`config.mk`:
```
export PLATFORM = sky130hd
export DESIGN_NAME = flow_meter_ctrl
export DESIGN_NICKNAME = d
export VERILOG_FILES = /design/src/flow_meter_pkg.sv /design/src/flow_meter_ctrl.sv
export SDC_FILE = /design/constraint.sdc
export NUM_CORES = 1
export LEC_CHECK = 0
export ABC_AREA = 0
export BUFFER_PORTS_ARGS = -buffer_cell sky130_fd_sc_hd__buf_2
export CAP_MARGIN = 0
export CORE_ASPECT_RATIO = 0.6
export CORE_MARGIN = 2
export CORE_UTILIZATION = 50
export CTS_BUF_LIST = sky130_fd_sc_hd__clkbuf_4 sky130_fd_sc_hd__clkbuf_8 sky130_fd_sc_hd__clkbuf_16
export DETAILED_ROUTE_END_ITERATION = 10
export GPL_TIMING_DRIVEN = 0
export MAX_ROUTING_LAYER = met4
export PLACE_DENSITY_LB_ADDON = 0.25
export SLEW_MARGIN = 5
export SYNTH_ARGS = -nofsm -noshare
export SYNTH_HDL_FRONTEND = slang
export SYNTH_SLANG_ARGS = --single-unit
```
`constraint.sdc`:
```
create_clock -name pclk -period 6.4 [get_ports pclk]
set_clock_uncertainty 0.15 [all_clocks]
set_input_delay 0.96 -clock pclk [delete_from_list [all_inputs] [get_ports pclk]]
set_output_delay 0.96 -clock pclk [all_outputs]
set_load 0.005 [all_outputs]
```
`src/flow_meter_pkg.sv`:
```
/*
 Constants, types and unit map of the flow meter start-up
 and totalizer control. Assumes a 125 MHz pclk.
*/
package flow_meter_pkg;
    localparam int unsigned CLK_NS      = 8;
    localparam int unsigned SEC_NS      = 1_000_000_000;
    localparam int unsigned SEC_CYCLES  = SEC_NS / CLK_NS;
    localparam int unsigned BANNER_SECS = 2;
    localparam int unsigned WARM_MINS   = 6;
    localparam int unsigned WARM_SECS   = WARM_MINS * 60;
    localparam int unsigned ALT_SECS    = 2;

    localparam logic [4:0] UNIT_PCT   = 5'h00;
    localparam logic [4:0] UNIT_USER  = 5'h16;
    localparam logic [3:0] TABLE_LAST = 4'h9;

    localparam logic [7:0] ADDR_CTRL   = 8'h00;
    localparam logic [7:0] ADDR_UNIT   = 8'h04;
    localparam logic [7:0] ADDR_TABLE  = 8'h08;
    localparam logic [7:0] ADDR_START  = 8'h0c;
    localparam logic [7:0] ADDR_PRESET = 8'h10;
    localparam logic [7:0] ADDR_TOTAL  = 8'h14;
    localparam logic [7:0] ADDR_STATUS = 8'h18;

    localparam int unsigned CTRL_EN_BIT   = 0;
    localparam int unsigned CTRL_CLR_BIT  = 1;
    localparam int unsigned CTRL_DIAG_BIT = 2;

    localparam logic [4:0]  UNIT_RST   = 5'h05;
    localparam logic [3:0]  TABLE_RST  = 4'h0;
    localparam logic [7:0]  START_RST  = 8'h00;
    localparam logic [31:0] PRESET_RST = 32'h0000_0000;

    // Totalizer unit codes
    localparam logic [3:0] TOT_PCTS = 4'h0;
    localparam logic [3:0] TOT_ML   = 4'h1;
    localparam logic [3:0] TOT_LTR  = 4'h2;
    localparam logic [3:0] TOT_M3   = 4'h3;
    localparam logic [3:0] TOT_FT3  = 4'h4;
    localparam logic [3:0] TOT_G    = 4'h5;
    localparam logic [3:0] TOT_KG   = 4'h6;
    localparam logic [3:0] TOT_LB   = 4'h7;
    localparam logic [3:0] TOT_USER = 4'h8;

    typedef enum logic [1:0] {
        PH_BANNER1 = 2'b00,
        PH_BANNER2 = 2'b01,
        PH_MAIN    = 2'b11
    } phase_type;

    typedef struct packed {
        logic        psel;
        logic        penable;
        logic        pwrite;
        logic [7:0]  paddr;
        logic [31:0] pwdata;
    } apb_req_type;

    typedef struct packed {
        logic [31:0] prdata;
        logic        pready;
        logic        pslverr;
    } apb_rsp_type;

    typedef struct packed {
        phase_type  phase;
        logic       line2_warm;
        logic [2:0] warm_min;
        logic [5:0] warm_sec;
    } disp_type;

    function automatic logic [3:0] tot_unit_of(input logic [4:0] u);
        if (u == UNIT_PCT) return TOT_PCTS;
        if (u <= 5'h03) return TOT_ML;
        if (u <= 5'h06) return TOT_LTR;
        if (u <= 5'h09) return TOT_M3;
        if (u <= 5'h0c) return TOT_FT3;
        if (u <= 5'h0f) return TOT_G;
        if (u <= 5'h12) return TOT_KG;
        if (u <= 5'h15) return TOT_LB;
        return TOT_USER;
    endfunction
endpackage

```
`src/flow_meter_ctrl.sv`:
```
/*
 Start-up sequencer, unit and table store and totalizer,
 with an APB register slave. Assumes flow_rate, flow_pct,
 table_valid and total_restore come from pclk logic; the
 maintenance button is an asynchronous pin.
*/
// Local design decisions: the register offsets and the APB interface to the registers.
`timescale 1ns/1ps
module flow_meter_ctrl #(
    parameter int unsigned SEC_CYCLES = flow_meter_pkg::SEC_CYCLES
) (
    input  wire logic                         pclk,
    input  wire logic                         presetn,
    input  wire flow_meter_pkg::apb_req_type  apb_req,
    output      flow_meter_pkg::apb_rsp_type  apb_rsp,
    input  wire logic [15:0]                  flow_rate,
    input  wire logic [7:0]                   flow_pct,
    input  wire logic [9:0]                   table_valid,
    input  wire logic [31:0]                  total_restore,
    input  wire logic                         maint_button,
    output      flow_meter_pkg::disp_type     disp,
    output      logic                         led_amber,
    output      logic                         led_green,
    output      logic [4:0]                   rate_unit,
    output      logic [3:0]                   user_total_unit,
    output      logic [3:0]                   table_sel,
    output      logic                         gas_uncal,
    output      logic [31:0]                  total,
    output      logic                         stop_hit
);

    // ----------------------------------------
    // State
    // ----------------------------------------
    typedef struct packed {
        logic [31:0]               tick;
        flow_meter_pkg::phase_type phase;
        logic [1:0]                ph_sec;
        logic [8:0]                warm_left;
        logic [2:0]                warm_min;
        logic [5:0]                warm_sec;
        logic [1:0]                alt_sec;
        logic                      line2_warm;
        logic                      amber;
        logic                      green;
        logic                      loaded;
        logic                      btn1;
        logic                      btn2;
        logic                      tot_en;
        logic                      diag_en;
        logic [4:0]                unit;
        logic [3:0]                tot_unit;
        logic [3:0]                table_sel;
        logic                      uncal;
        logic [7:0]                start_pct;
        logic [31:0]               preset;
        logic [31:0]               total;
        logic                      stop;
        logic [31:0]               prdata;
        logic                      pready;
        logic                      pslverr;
    } state_type;

    state_type s_q;
    state_type s_d;

    logic        sec_tick;
    logic        setup;
    logic        wr;
    logic        clr_wr;
    logic        mapped;
    logic [32:0] sum;
    logic [31:0] rdata;

    always_comb begin
        sec_tick = (s_q.tick == SEC_CYCLES - 1);
        setup    = apb_req.psel && !apb_req.penable;
        wr       = apb_req.psel && apb_req.penable && s_q.pready && apb_req.pwrite;
        clr_wr   = wr && (apb_req.paddr == flow_meter_pkg::ADDR_CTRL)
                   && apb_req.pwdata[flow_meter_pkg::CTRL_CLR_BIT];
        sum      = {1'b0, s_q.total} + {17'h0_0000, flow_rate};
        case (apb_req.paddr)
            flow_meter_pkg::ADDR_CTRL,
            flow_meter_pkg::ADDR_UNIT,
            flow_meter_pkg::ADDR_TABLE,
            flow_meter_pkg::ADDR_START,
            flow_meter_pkg::ADDR_PRESET,
            flow_meter_pkg::ADDR_TOTAL,
            flow_meter_pkg::ADDR_STATUS: mapped = 1'b1;
            default:                     mapped = 1'b0;
        endcase
        case (apb_req.paddr)
            flow_meter_pkg::ADDR_CTRL:   rdata = {29'h0, s_q.diag_en, 1'b0, s_q.tot_en};
            flow_meter_pkg::ADDR_UNIT:   rdata = {23'h0, s_q.tot_unit, s_q.unit};
            flow_meter_pkg::ADDR_TABLE:  rdata = {27'h0, s_q.uncal, s_q.table_sel};
            flow_meter_pkg::ADDR_START:  rdata = {24'h0, s_q.start_pct};
            flow_meter_pkg::ADDR_PRESET: rdata = s_q.preset;
            flow_meter_pkg::ADDR_TOTAL:  rdata = s_q.total;
            flow_meter_pkg::ADDR_STATUS: rdata = {27'h0, s_q.phase, s_q.stop, s_q.green, s_q.amber};
            default:                     rdata = 32'h0000_0000;
        endcase
    end

    // ----------------------------------------
    // Next state
    // ----------------------------------------
    always_comb begin
        s_d      = s_q;
        s_d.tick = sec_tick ? 32'h0 : s_q.tick + 32'h1;

        // Button pin synchroniser
        s_d.btn1 = maint_button;
        s_d.btn2 = s_q.btn1;

        // Banner sequence
        if (sec_tick && s_q.phase != flow_meter_pkg::PH_MAIN) begin
            if (s_q.ph_sec == 2'(flow_meter_pkg::BANNER_SECS - 1)) begin
                s_d.ph_sec = 2'h0;
                if (s_q.phase == flow_meter_pkg::PH_BANNER1) begin
                    s_d.phase = flow_meter_pkg::PH_BANNER2;
                end else begin
                    s_d.phase = flow_meter_pkg::PH_MAIN;
                end
            end else begin
                s_d.ph_sec = s_q.ph_sec + 2'h1;
            end
        end

        // Warm-up countdown and line two alternation
        if (sec_tick && s_q.warm_left != 9'h0) begin
            s_d.warm_left = s_q.warm_left - 9'h1;
            if (s_q.alt_sec == 2'(flow_meter_pkg::ALT_SECS - 1)) begin
                s_d.alt_sec    = 2'h0;
                s_d.line2_warm = s_q.diag_en && !s_q.line2_warm;
            end else begin
                s_d.alt_sec = s_q.alt_sec + 2'h1;
            end
        end
        if (!s_q.diag_en || s_d.warm_left == 9'h0) begin
            s_d.line2_warm = 1'b0;
        end
        s_d.amber = (s_d.warm_left != 9'h0);
        s_d.green = (s_d.warm_left == 9'h0);
        // Minutes:seconds kept in flops so the display pins are registered
        s_d.warm_min = 3'(s_d.warm_left / 9'h03c);
        s_d.warm_sec = 6'(s_d.warm_left % 9'h03c);

        // Stored total taken once after reset release
        if (!s_q.loaded) begin
            s_d.loaded = 1'b1;
            s_d.total  = total_restore;
        end

        // Register writes
        if (wr) begin
            case (apb_req.paddr)
                flow_meter_pkg::ADDR_CTRL: begin
                    s_d.tot_en  = apb_req.pwdata[flow_meter_pkg::CTRL_EN_BIT];
                    s_d.diag_en = apb_req.pwdata[flow_meter_pkg::CTRL_DIAG_BIT];
                end
                flow_meter_pkg::ADDR_UNIT: begin
                    // Out of range index ignored
                    if (apb_req.pwdata[31:0] <= 32'(flow_meter_pkg::UNIT_USER)) begin
                        s_d.unit = apb_req.pwdata[4:0];
                    end
                end
                flow_meter_pkg::ADDR_TABLE: begin
                    if (apb_req.pwdata[31:0] <= 32'(flow_meter_pkg::TABLE_LAST)) begin
                        s_d.table_sel = apb_req.pwdata[3:0];
                    end
                end
                flow_meter_pkg::ADDR_START:  s_d.start_pct = apb_req.pwdata[7:0];
                flow_meter_pkg::ADDR_PRESET: s_d.preset = apb_req.pwdata;
                default: begin
                end
            endcase
        end
        s_d.tot_unit = flow_meter_pkg::tot_unit_of(s_d.unit);
        s_d.uncal    = !table_valid[s_d.table_sel];

        // Totalizer; clamp at preset so equality is reached exactly
        if (s_q.loaded && s_q.tot_en && sec_tick && !s_q.stop
            && flow_pct >= s_q.start_pct) begin
            if (s_q.preset != 32'h0 && sum > {1'b0, s_q.preset}) begin
                s_d.total = s_q.preset;
            end else if (sum[32]) begin
                s_d.total = 32'hffff_ffff;
            end else begin
                s_d.total = sum[31:0];
            end
        end
        if (clr_wr) begin
            s_d.total = 32'h0;
        end
        // Button held through the banners clears the total
        if (s_q.loaded && s_q.btn2 && s_q.phase != flow_meter_pkg::PH_MAIN) begin
            s_d.total = 32'h0;
        end
        s_d.stop = (s_d.preset != 32'h0) && (s_d.total == s_d.preset);

        // APB: one access cycle, no wait states
        s_d.pready = setup;
        if (setup) begin
            s_d.pslverr = !mapped;
            s_d.prdata  = apb_req.pwrite ? 32'h0 : rdata;
        end else begin
            s_d.pslverr = 1'b0;
            s_d.prdata  = 32'h0;
        end
    end

    always_ff @(posedge pclk or negedge presetn) begin
        if (!presetn) begin
            s_q            <= '0;
            s_q.phase      <= flow_meter_pkg::PH_BANNER1;
            s_q.warm_left  <= 9'(flow_meter_pkg::WARM_SECS);
            s_q.warm_min   <= 3'(flow_meter_pkg::WARM_MINS);
            s_q.warm_sec   <= 6'h00;
            s_q.amber      <= 1'b1;
            s_q.unit       <= flow_meter_pkg::UNIT_RST;
            s_q.tot_unit   <= flow_meter_pkg::TOT_LTR;
            s_q.table_sel  <= flow_meter_pkg::TABLE_RST;
            s_q.start_pct  <= flow_meter_pkg::START_RST;
            s_q.preset     <= flow_meter_pkg::PRESET_RST;
        end else begin
            s_q <= s_d;
        end
    end

    // ----------------------------------------
    // Outputs
    // ----------------------------------------
    always_comb begin
        apb_rsp.prdata   = s_q.prdata;
        apb_rsp.pready   = s_q.pready;
        apb_rsp.pslverr  = s_q.pslverr;
        disp.phase       = s_q.phase;
        disp.line2_warm  = s_q.line2_warm;
        disp.warm_min    = s_q.warm_min;
        disp.warm_sec    = s_q.warm_sec;
        led_amber        = s_q.amber;
        led_green        = s_q.green;
        rate_unit        = s_q.unit;
        user_total_unit  = s_q.tot_unit;
        table_sel        = s_q.table_sel;
        gas_uncal        = s_q.uncal;
        total            = s_q.total;
        stop_hit         = s_q.stop;
    end
endmodule

```
==> results.md, run 1 <==
* Router iterations before antenna repair at 7
* Post-synth EDFFs at 0
* Post-DP HPWL at about 36000 um
* Post-synth top area cell: dfrtp_1
* Required time worst endpoint at 6.62 ns
* Design area at approximately 0.015 mm2
* Startpoint Class: input port
* Leakage at 7.18 nW
* Chip Height at 126 um
* Fmax at 158 MHz
* CTS Buf Count at 17
* Largest net degree at the start of global routing at 112
* # IOs at 207
* Antenna Nets Post-Route at 0
* # nets final at 1777
* Post-synth top area share at 0.350
* WL per Instance at 24.3 um
* Syn Area/Cell at 9.02 um2
* CP arrival at 6.55 ns
* Ys flop type: dfrtp_1
* Pre-CTS setup slack at -1.60 ns
* Tcrit/Tclk final at 0.989
* Top cells by area, synth: dfrtp_1 (35%), ha_1 (6.1%), buf_4 (5.5%)
* Root Driver: clkbuf_16
* DRT iter0 DRCs at about 1800
* H-tree Lvls at 4
* Die footprint at 0.0260 mm2
* RePlAce Congestion at 1.01
* Clk_lat worst skew at 0.46 ns
* Tmin final at 6.33 ns
* Clock-pin transition on the worst setup and hold timing paths at 0.07 ns
* Synthesized Nets at 1543
* Row count at 44
* DR vias/cell at approximately 6.2
* Fin. Hold Viols at 0
* Overall Global Routing Usage at 0.372
* CTS tree: yes
* Max-cap violations at 0
* Synth cell types at 80
* Critical path class: in2reg
* Fin. max-slew vios at 0
* Placed inst area at 0.0139 mm2
* Core area at 0.0242 mm2
* Share of cells above drive strength 1 at 0.265
* CTS Buffer Depth at 2
* Crit Path Max Fanout at 5
* Initial Util at 0.510
* Crit-path max cell delay at 0.62 ns
* Ratio of total power to cell area at 197 mW/mm2
* Crit end category: flop
* Synth Register Bits at 183
* Endpoints failing setup at 0
* Slew margin rel. at 0.0832
* Worst-Margin Slew at 1.36 ns
* Via count at 12000
* Worst vdd ir at 0.000165 V
* Cell count after synthesis at 1370
* CP delay by family, top: compound AO/OA/AOI/OAI gates
* Post-layout worst setup margin at 0.0717 ns
* Drt drc at 0
* Port buffer count at 205
* Slowest library cell on the worst path: or4_1
* Vias in the first global route at around 11000
* Crit-path cells: buf_2 > ha_1 > o21ai_1 > o21bai_1 > a2111oi_0 > nor3_1 > xor2_1 > ha_1 > nand4_1 > or4_1 > o211a_1 > o31ai_2 > o21a_1 > a21oi_4 > a211oi_1 > xnor2_1 > o2111a_1 > nand4_1 > nor4_2
* Fillers at between 2000 and 2500
* FFs w/ async S/R, synth at 1.00
* Critical path buffers and inverters at 1
* Initial antenna violation count at 0
* Gr ovfl total at 0
* Path type of the worst min-delay path: in2async
* Status: finished clean
* CTS sink cnt at about 180
* Die Width at 207 um
* Area delta synth->final at 19.1%
* First-pass GRT wire length at 68100 um
* Cell area after synthesis at 0.0124 mm2
* Post-synthesis sequential area ratio at 0.372
* YS warnings at 0
* WL final at approximately 47000 um
==> area by class of cell <==
cell class	count	area, um2	share of cell area
Antenna cell	1	2.50	0.000170
Tap cell	322	403	0.0274
Clock buffer	21	455	0.0309
Timing Repair Buffer	216	1170	0.0795
Buffer	133	858	0.0583
Clock inverter	11	149	0.0101
Sequential cell	183	4590	0.312
Inverter	81	304	0.0207
Multi-Input combinational cell	972	6790	0.461
==> per-stage QoR <==
step / std cells / hold slack (ns) / setup TNS, ns / total power [mW] / utilization
after global placement: 1897 / 0.189 / -15.46 / 1.73 / 0.569
after CTS: 1936 / 0.101 / 0 / 2.86 / 0.602
after detailed placement: 1899 / 0.196 / -16.34 / 1.74 / 0.572
final: 1940 / 0.118 / 0 / 2.89 / 0.608
after floorplan: 1370 / 0.181 / 0 / 1.52 / -
after global routing: 1939 / 0.100 / -0.0813 / 2.99 / 0.608
==> power breakdown <==
part	internal (mW)	leakage (nW)	switching (mW)	total [mW]
clock	0.634	0.292	0.499	1.13
combinational	0.217	4.61	0.323	0.539
sequential	1.18	2.28	0.0431	1.22
==> Yosys cell counts (6+ instances only) <==
cell type,instances
a222oi_1,7
o21a_1,14
buf_4,91
a21oi_1,76
xnor2_1,52
xor2_1,38
or3_1,9
a2111oi_0,6
a211oi_1,14
inv_1,81
nor3_1,25
o221a_2,6
a31oi_1,6
mux2_2,30
nand2b_1,6
and2_1,13
and3_1,22
a22oi_1,25
clkbuf_1,32
a21o_1,15
nand3_1,31
buf_1,8
dfstp_2,10
o211ai_1,17
nor2_1,110
nor4_1,32
dfrtp_1,173
nand2_1,105
mux2i_1,43
o21ai_0,82
ha_1,60
nand4_1,26
nor2b_1,8
==> kinds of logic after synthesis <==
logic type               count (synthesis)  synth area share
adder cells (fa/ha/maj)                 61            0.0624
AO/OA/AOI/OAI                          324             0.172
AND/OR/NAND/NOR                        422             0.172
buffers and inverters                  215            0.0938
other                                    1          0.000303
XOR/XNOR                                90            0.0638
multiplexers                            74            0.0640
flip-flops                             183             0.372
==> what timing repair did <==
| action | CTS | global route |
|---|---|---|
| pin swaps | 3 | 3 |
| hold buffers | 0 | 0 |
| endpoints found under the setup margin | 19 | 1 |
| resized for setup | 20 | 21 |
| cloned | 0 | 0 |
| setup buffers | 5 | 4 |
| endpoints found under the hold margin | 0 | 0 |
==> metal layers <==
layer  track usage  vias to the layer above  wire length (um)
met3         0.134                       61              7000
li1              -                     5334                 -
met5             -                        -                 0
met4        0.0726                        0               733
met1         0.590                     5817             22300
met2         0.434                      818             17100
==> worst reg2reg max path: stages (launching register included) <==
cell and delay [ns]:
dfrtp_1 0.47, ha_1 0.40, o21ai_1 0.25, o211ai_1 0.33, nand2_1 0.16, o21ai_4 0.43, o2111ai_1 0.18, xnor2_1 0.21
ha_1 0.33, nand4_1 0.27, nor4_2 0.54, o211a_1 0.29, o31ai_2 0.10, o21a_1 0.25, o21ai_2 0.55, o22a_1 0.34
nor3_1 0.08, nor4_1 0.32, nand4_1 0.24, nor4_2 0.19
==> layout by cell type (no fill, tap or decap), types with 15 or more instances in the layout <==
cell / instances
buf_2: 206
dfrtp_1: 173
nor2_1: 108
nand2_1: 105
buf_4: 99
inv_1: 81
o21ai_0: 78
a21oi_1: 74
ha_1: 60
xnor2_1: 47
mux2i_1: 43
xor2_1: 38
nand3_1: 31
clkbuf_1: 30
nor4_1: 30
mux2_2: 30
nand4_1: 26
nor3_1: 25
a22oi_1: 25
and3_1: 22
o211ai_1: 17
clkbuf_16: 17
a21o_1: 15
==> flip-flops by register name (all words and copies together) (netlist names) <==
| name | flops |
|---|---|
| apb_rsp | 34 |
| disp | 12 |
| gas_uncal | 1 |
| led_amber | 1 |
| led_green | 1 |
| rate_unit | 5 |
| s_d | 1 |
| s_q | 87 |
| stop_hit | 1 |
| table_sel | 4 |
| total | 32 |
| user_total_unit | 4 |
==> path summary, 6_finish.rpt <==
check	start	end	slack [ns]	cells past startpoint
worst min-delay path	presetn	disp[6]	0.12	1
worst max-delay path	flow_rate[2]	stop_hit	0.07	19
max in group asynchronous	presetn	apb_rsp[18]	4.91	3
min in group pclk	s_d[123]	s_q[123]	0.21	0
worst max register to register	total[3]	stop_hit	0.21	19
worst min register to register	s_d[123]	s_q[123]	0.21	0
Power figures use the tool's default switching activity.
==> run 2, diff against run 1 <==
--- a/config.mk
+++ b/config.mk
@@ -8,7 +8,6 @@
 export ABC_AREA = 0
 export BUFFER_PORTS_ARGS = -buffer_cell sky130_fd_sc_hd__buf_2
 export CAP_MARGIN = 0
-export CORE_ASPECT_RATIO = 0.6
 export CORE_MARGIN = 2
 export CORE_UTILIZATION = 50
 export CTS_BUF_LIST = sky130_fd_sc_hd__clkbuf_4 sky130_fd_sc_hd__clkbuf_8 sky130_fd_sc_hd__clkbuf_16
@@ -16,7 +15,7 @@
 export GPL_TIMING_DRIVEN = 0
 export MAX_ROUTING_LAYER = met4
 export PLACE_DENSITY_LB_ADDON = 0.25
-export SLEW_MARGIN = 5
+export SLEW_MARGIN = 40
 export SYNTH_ARGS = -nofsm -noshare
 export SYNTH_HDL_FRONTEND = slang
 export SYNTH_SLANG_ARGS = --single-unit
==> run 2 against run 1 <==
Against the previous run:
- first-iteration DRC count fell by 29%
- cell area rose by 0.21%
- sequential share of layout area shrank 0.066 points
- combinational power down 4.3%
- routed wire length fell by 8.0%
- worst hold slack better by 0.11 ns
- non-clock buffer count unchanged
- critical path type unchanged
==> results.md, run 2 (synthesized netlist as in run 1, its figures left out) <==
* Status: finished clean
* Reg2Reg Setup Slack at around 0.24 ns
* First-pass GRT wire length at 64800 um
* Fin. Hold Viols at 0
* Hold_ws at 0.223 ns
* CP delay by family, top: simple AND/OR/NAND/NOR gates
* Area delta synth->final at 19.4%
* Worst vdd ir at about 0.00015 V
* Max-cap violations at 0
* Crit-path max cell delay at 0.48 ns
* Overall Global Routing Usage at 0.341
* Antenna Nets Post-Route at 0
* Die footprint at 0.0260 mm2
* Most common cell after layout, fill and taps aside: buf_2
* Crit Path Max Fanout at 10
* Via count at 11700
* Critical path class: in2reg
* CTS Buf Count at 17
* Gr ovfl total at 0
* CTS sink cnt at 183
* Worst-Margin Slew at 0.880 ns
* Chip Height at 161 um
* Critical path buffers and inverters at 3
* WL final at 43400 um
* Tot Pwr at 2.85 mW
* Initial Util at 0.508
* Ratio of total power to cell area at 193 mW/mm2
* TNS Setup at 0 ns
* Placed cell count at ~1900
* CTS tree: yes
* Port buffer count at 205
* DRT iter0 DRCs at 1281
* Fin. max-slew vios at 0
* Clk_lat worst skew at ~0.44 ns
* Slowest library cell on the worst path: a211oi_1
* Most frequent cells in the layout: buf_2 (207), dfrtp_1 (173), nor2_1 (107)
* # IOs at just over 200
* Vias in the first global route at approximately 11000
* # nets final at 1777
* Endpoints failing setup at 0
* Root Driver: clkbuf_16
* Startpoint Class: input port
* Tcrit/Tclk final at 0.983
* CTS Buffer Depth at 2
* Leakage at 7.20 nW
* Row count at 57
* Router iterations before antenna repair at 7
* Max FFs per register at 87
* Path type of the worst min-delay path: reg2reg
* Post-DP HPWL at 33000 um
* Core area at 0.0243 mm2
* DR vias/cell at 6.01
* Die Width at 161 um
* WL per Instance at 22.3 um
* Crit-path cells: buf_2 > ha_1 > a211oi_1 > o211ai_1 > nand2_1 > o21ai_4 > buf_12 > o2111ai_1 > xnor2_2 > ha_1 > nand4_1 > nor4_4 > and4_1 > or2_2 > o21ai_2 > o211ai_1 > buf_6 > nor2_1 > or3_1 > a2111oi_2 > nand4_1 > nor4_2
* Initial antenna violation count at 3
* Utilization after layout at 0.607
* CP arrival at 6.48 ns
* Clock-pin transition on the worst setup and hold timing paths at 0.07 ns
* RePlAce Congestion at 0.975
* Share of cells above drive strength 1 at 0.267
* Largest Register: s_q
* Tmin final at 6.29 ns
* H-tree Lvls at 4
* Slew margin rel. at 0.411
* Fmax at around 160 MHz
* Crit end category: flop
* Required time worst endpoint at 6.59 ns
* Final Non-Filler Cells at slightly below 2000
* Drt drc at 0
* Largest net degree at the start of global routing at 68
[run 2: worst paths after layout]
path | startpoint | to | depth (start not counted)
setup / recovery | flow_rate[1] | stop_hit | 22
hold / removal | s_d[123] | s_q[123] | 0
setup reg to reg | total[2] | stop_hit | 21
hold reg to reg | s_d[123] | s_q[123] | 0
max in group asynchronous | presetn | apb_rsp[14] | 2
min in group asynchronous | presetn | disp[6] | 1
[run 2: per-layer routing]
metal  track usage  vias up  routed length [um]  share of wire
li1              -     5333                   -              -
met1         0.474     5651               18900           0.44
met2         0.490      623               18700           0.43
met3        0.0750       92                4230          0.098
met4         0.127        0                1490          0.034
met5             -        -                   0              0
[run 2: layout make-up]
class                   instances  area, um2
flip-flops and latches        183       4590
plain buffers                 133        862
diodes                          4       10.0
repair buffers                216       1170
multi-input cells             972       6800
clock buffers                  17        425
inverters                      81        304
clock inverters                15        184
fillers                      2157       9570
well taps                     324        405
[run 2: what timing repair did]
action,in CTS,in global routing
pin swaps,3,3
setup endpoints to repair,11,1
buffers inserted,5,3
gates resized for setup,11,21
gates cloned,0,0
hold buffers,0,0
[run 2: worst register-to-register path, stage by stage, from the launching register on]
cell       delay [ns]
dfrtp_1          0.47
ha_1             0.43
o21ai_0          0.19
o211ai_1         0.40
nand2_1          0.19
o21ai_4          0.19
buf_12           0.16
o2111ai_1        0.17
xnor2_2          0.22
ha_1             0.33
nand4_1          0.28
nor4_4           0.48
and4_1           0.29
or2_2            0.14
o21ai_2          0.16
o211ai_1         0.30
buf_6            0.24
nor2_1           0.09
or3_1            0.39
a2111oi_2        0.39
nand4_1          0.22
nor4_2           0.17
[run 2: power by group]
group / leakage (nW) / internal [mW] / switching [mW]
sequential: 2.28 / 1.18 / 0.0410
clock: 0.291 / 0.594 / 0.525
combinational: 4.63 / 0.216 / 0.300
total: 7.20 / 1.99 / 0.866
[run 2: metrics by stage]
| stage | setup WS [ns] | instance area, um2 |
|---|---|---|
| 6_report | 0.108 | 14800 |
| 3_3_place_gp | -1.50 | 13800 |
| 2_1_floorplan | 0.633 | 12400 |
| 3_5_place_dp | -1.54 | 13900 |
| 5_1_grt | -0.00468 | 14800 |
| 4_1_cts | 0.000310 | 14600 |
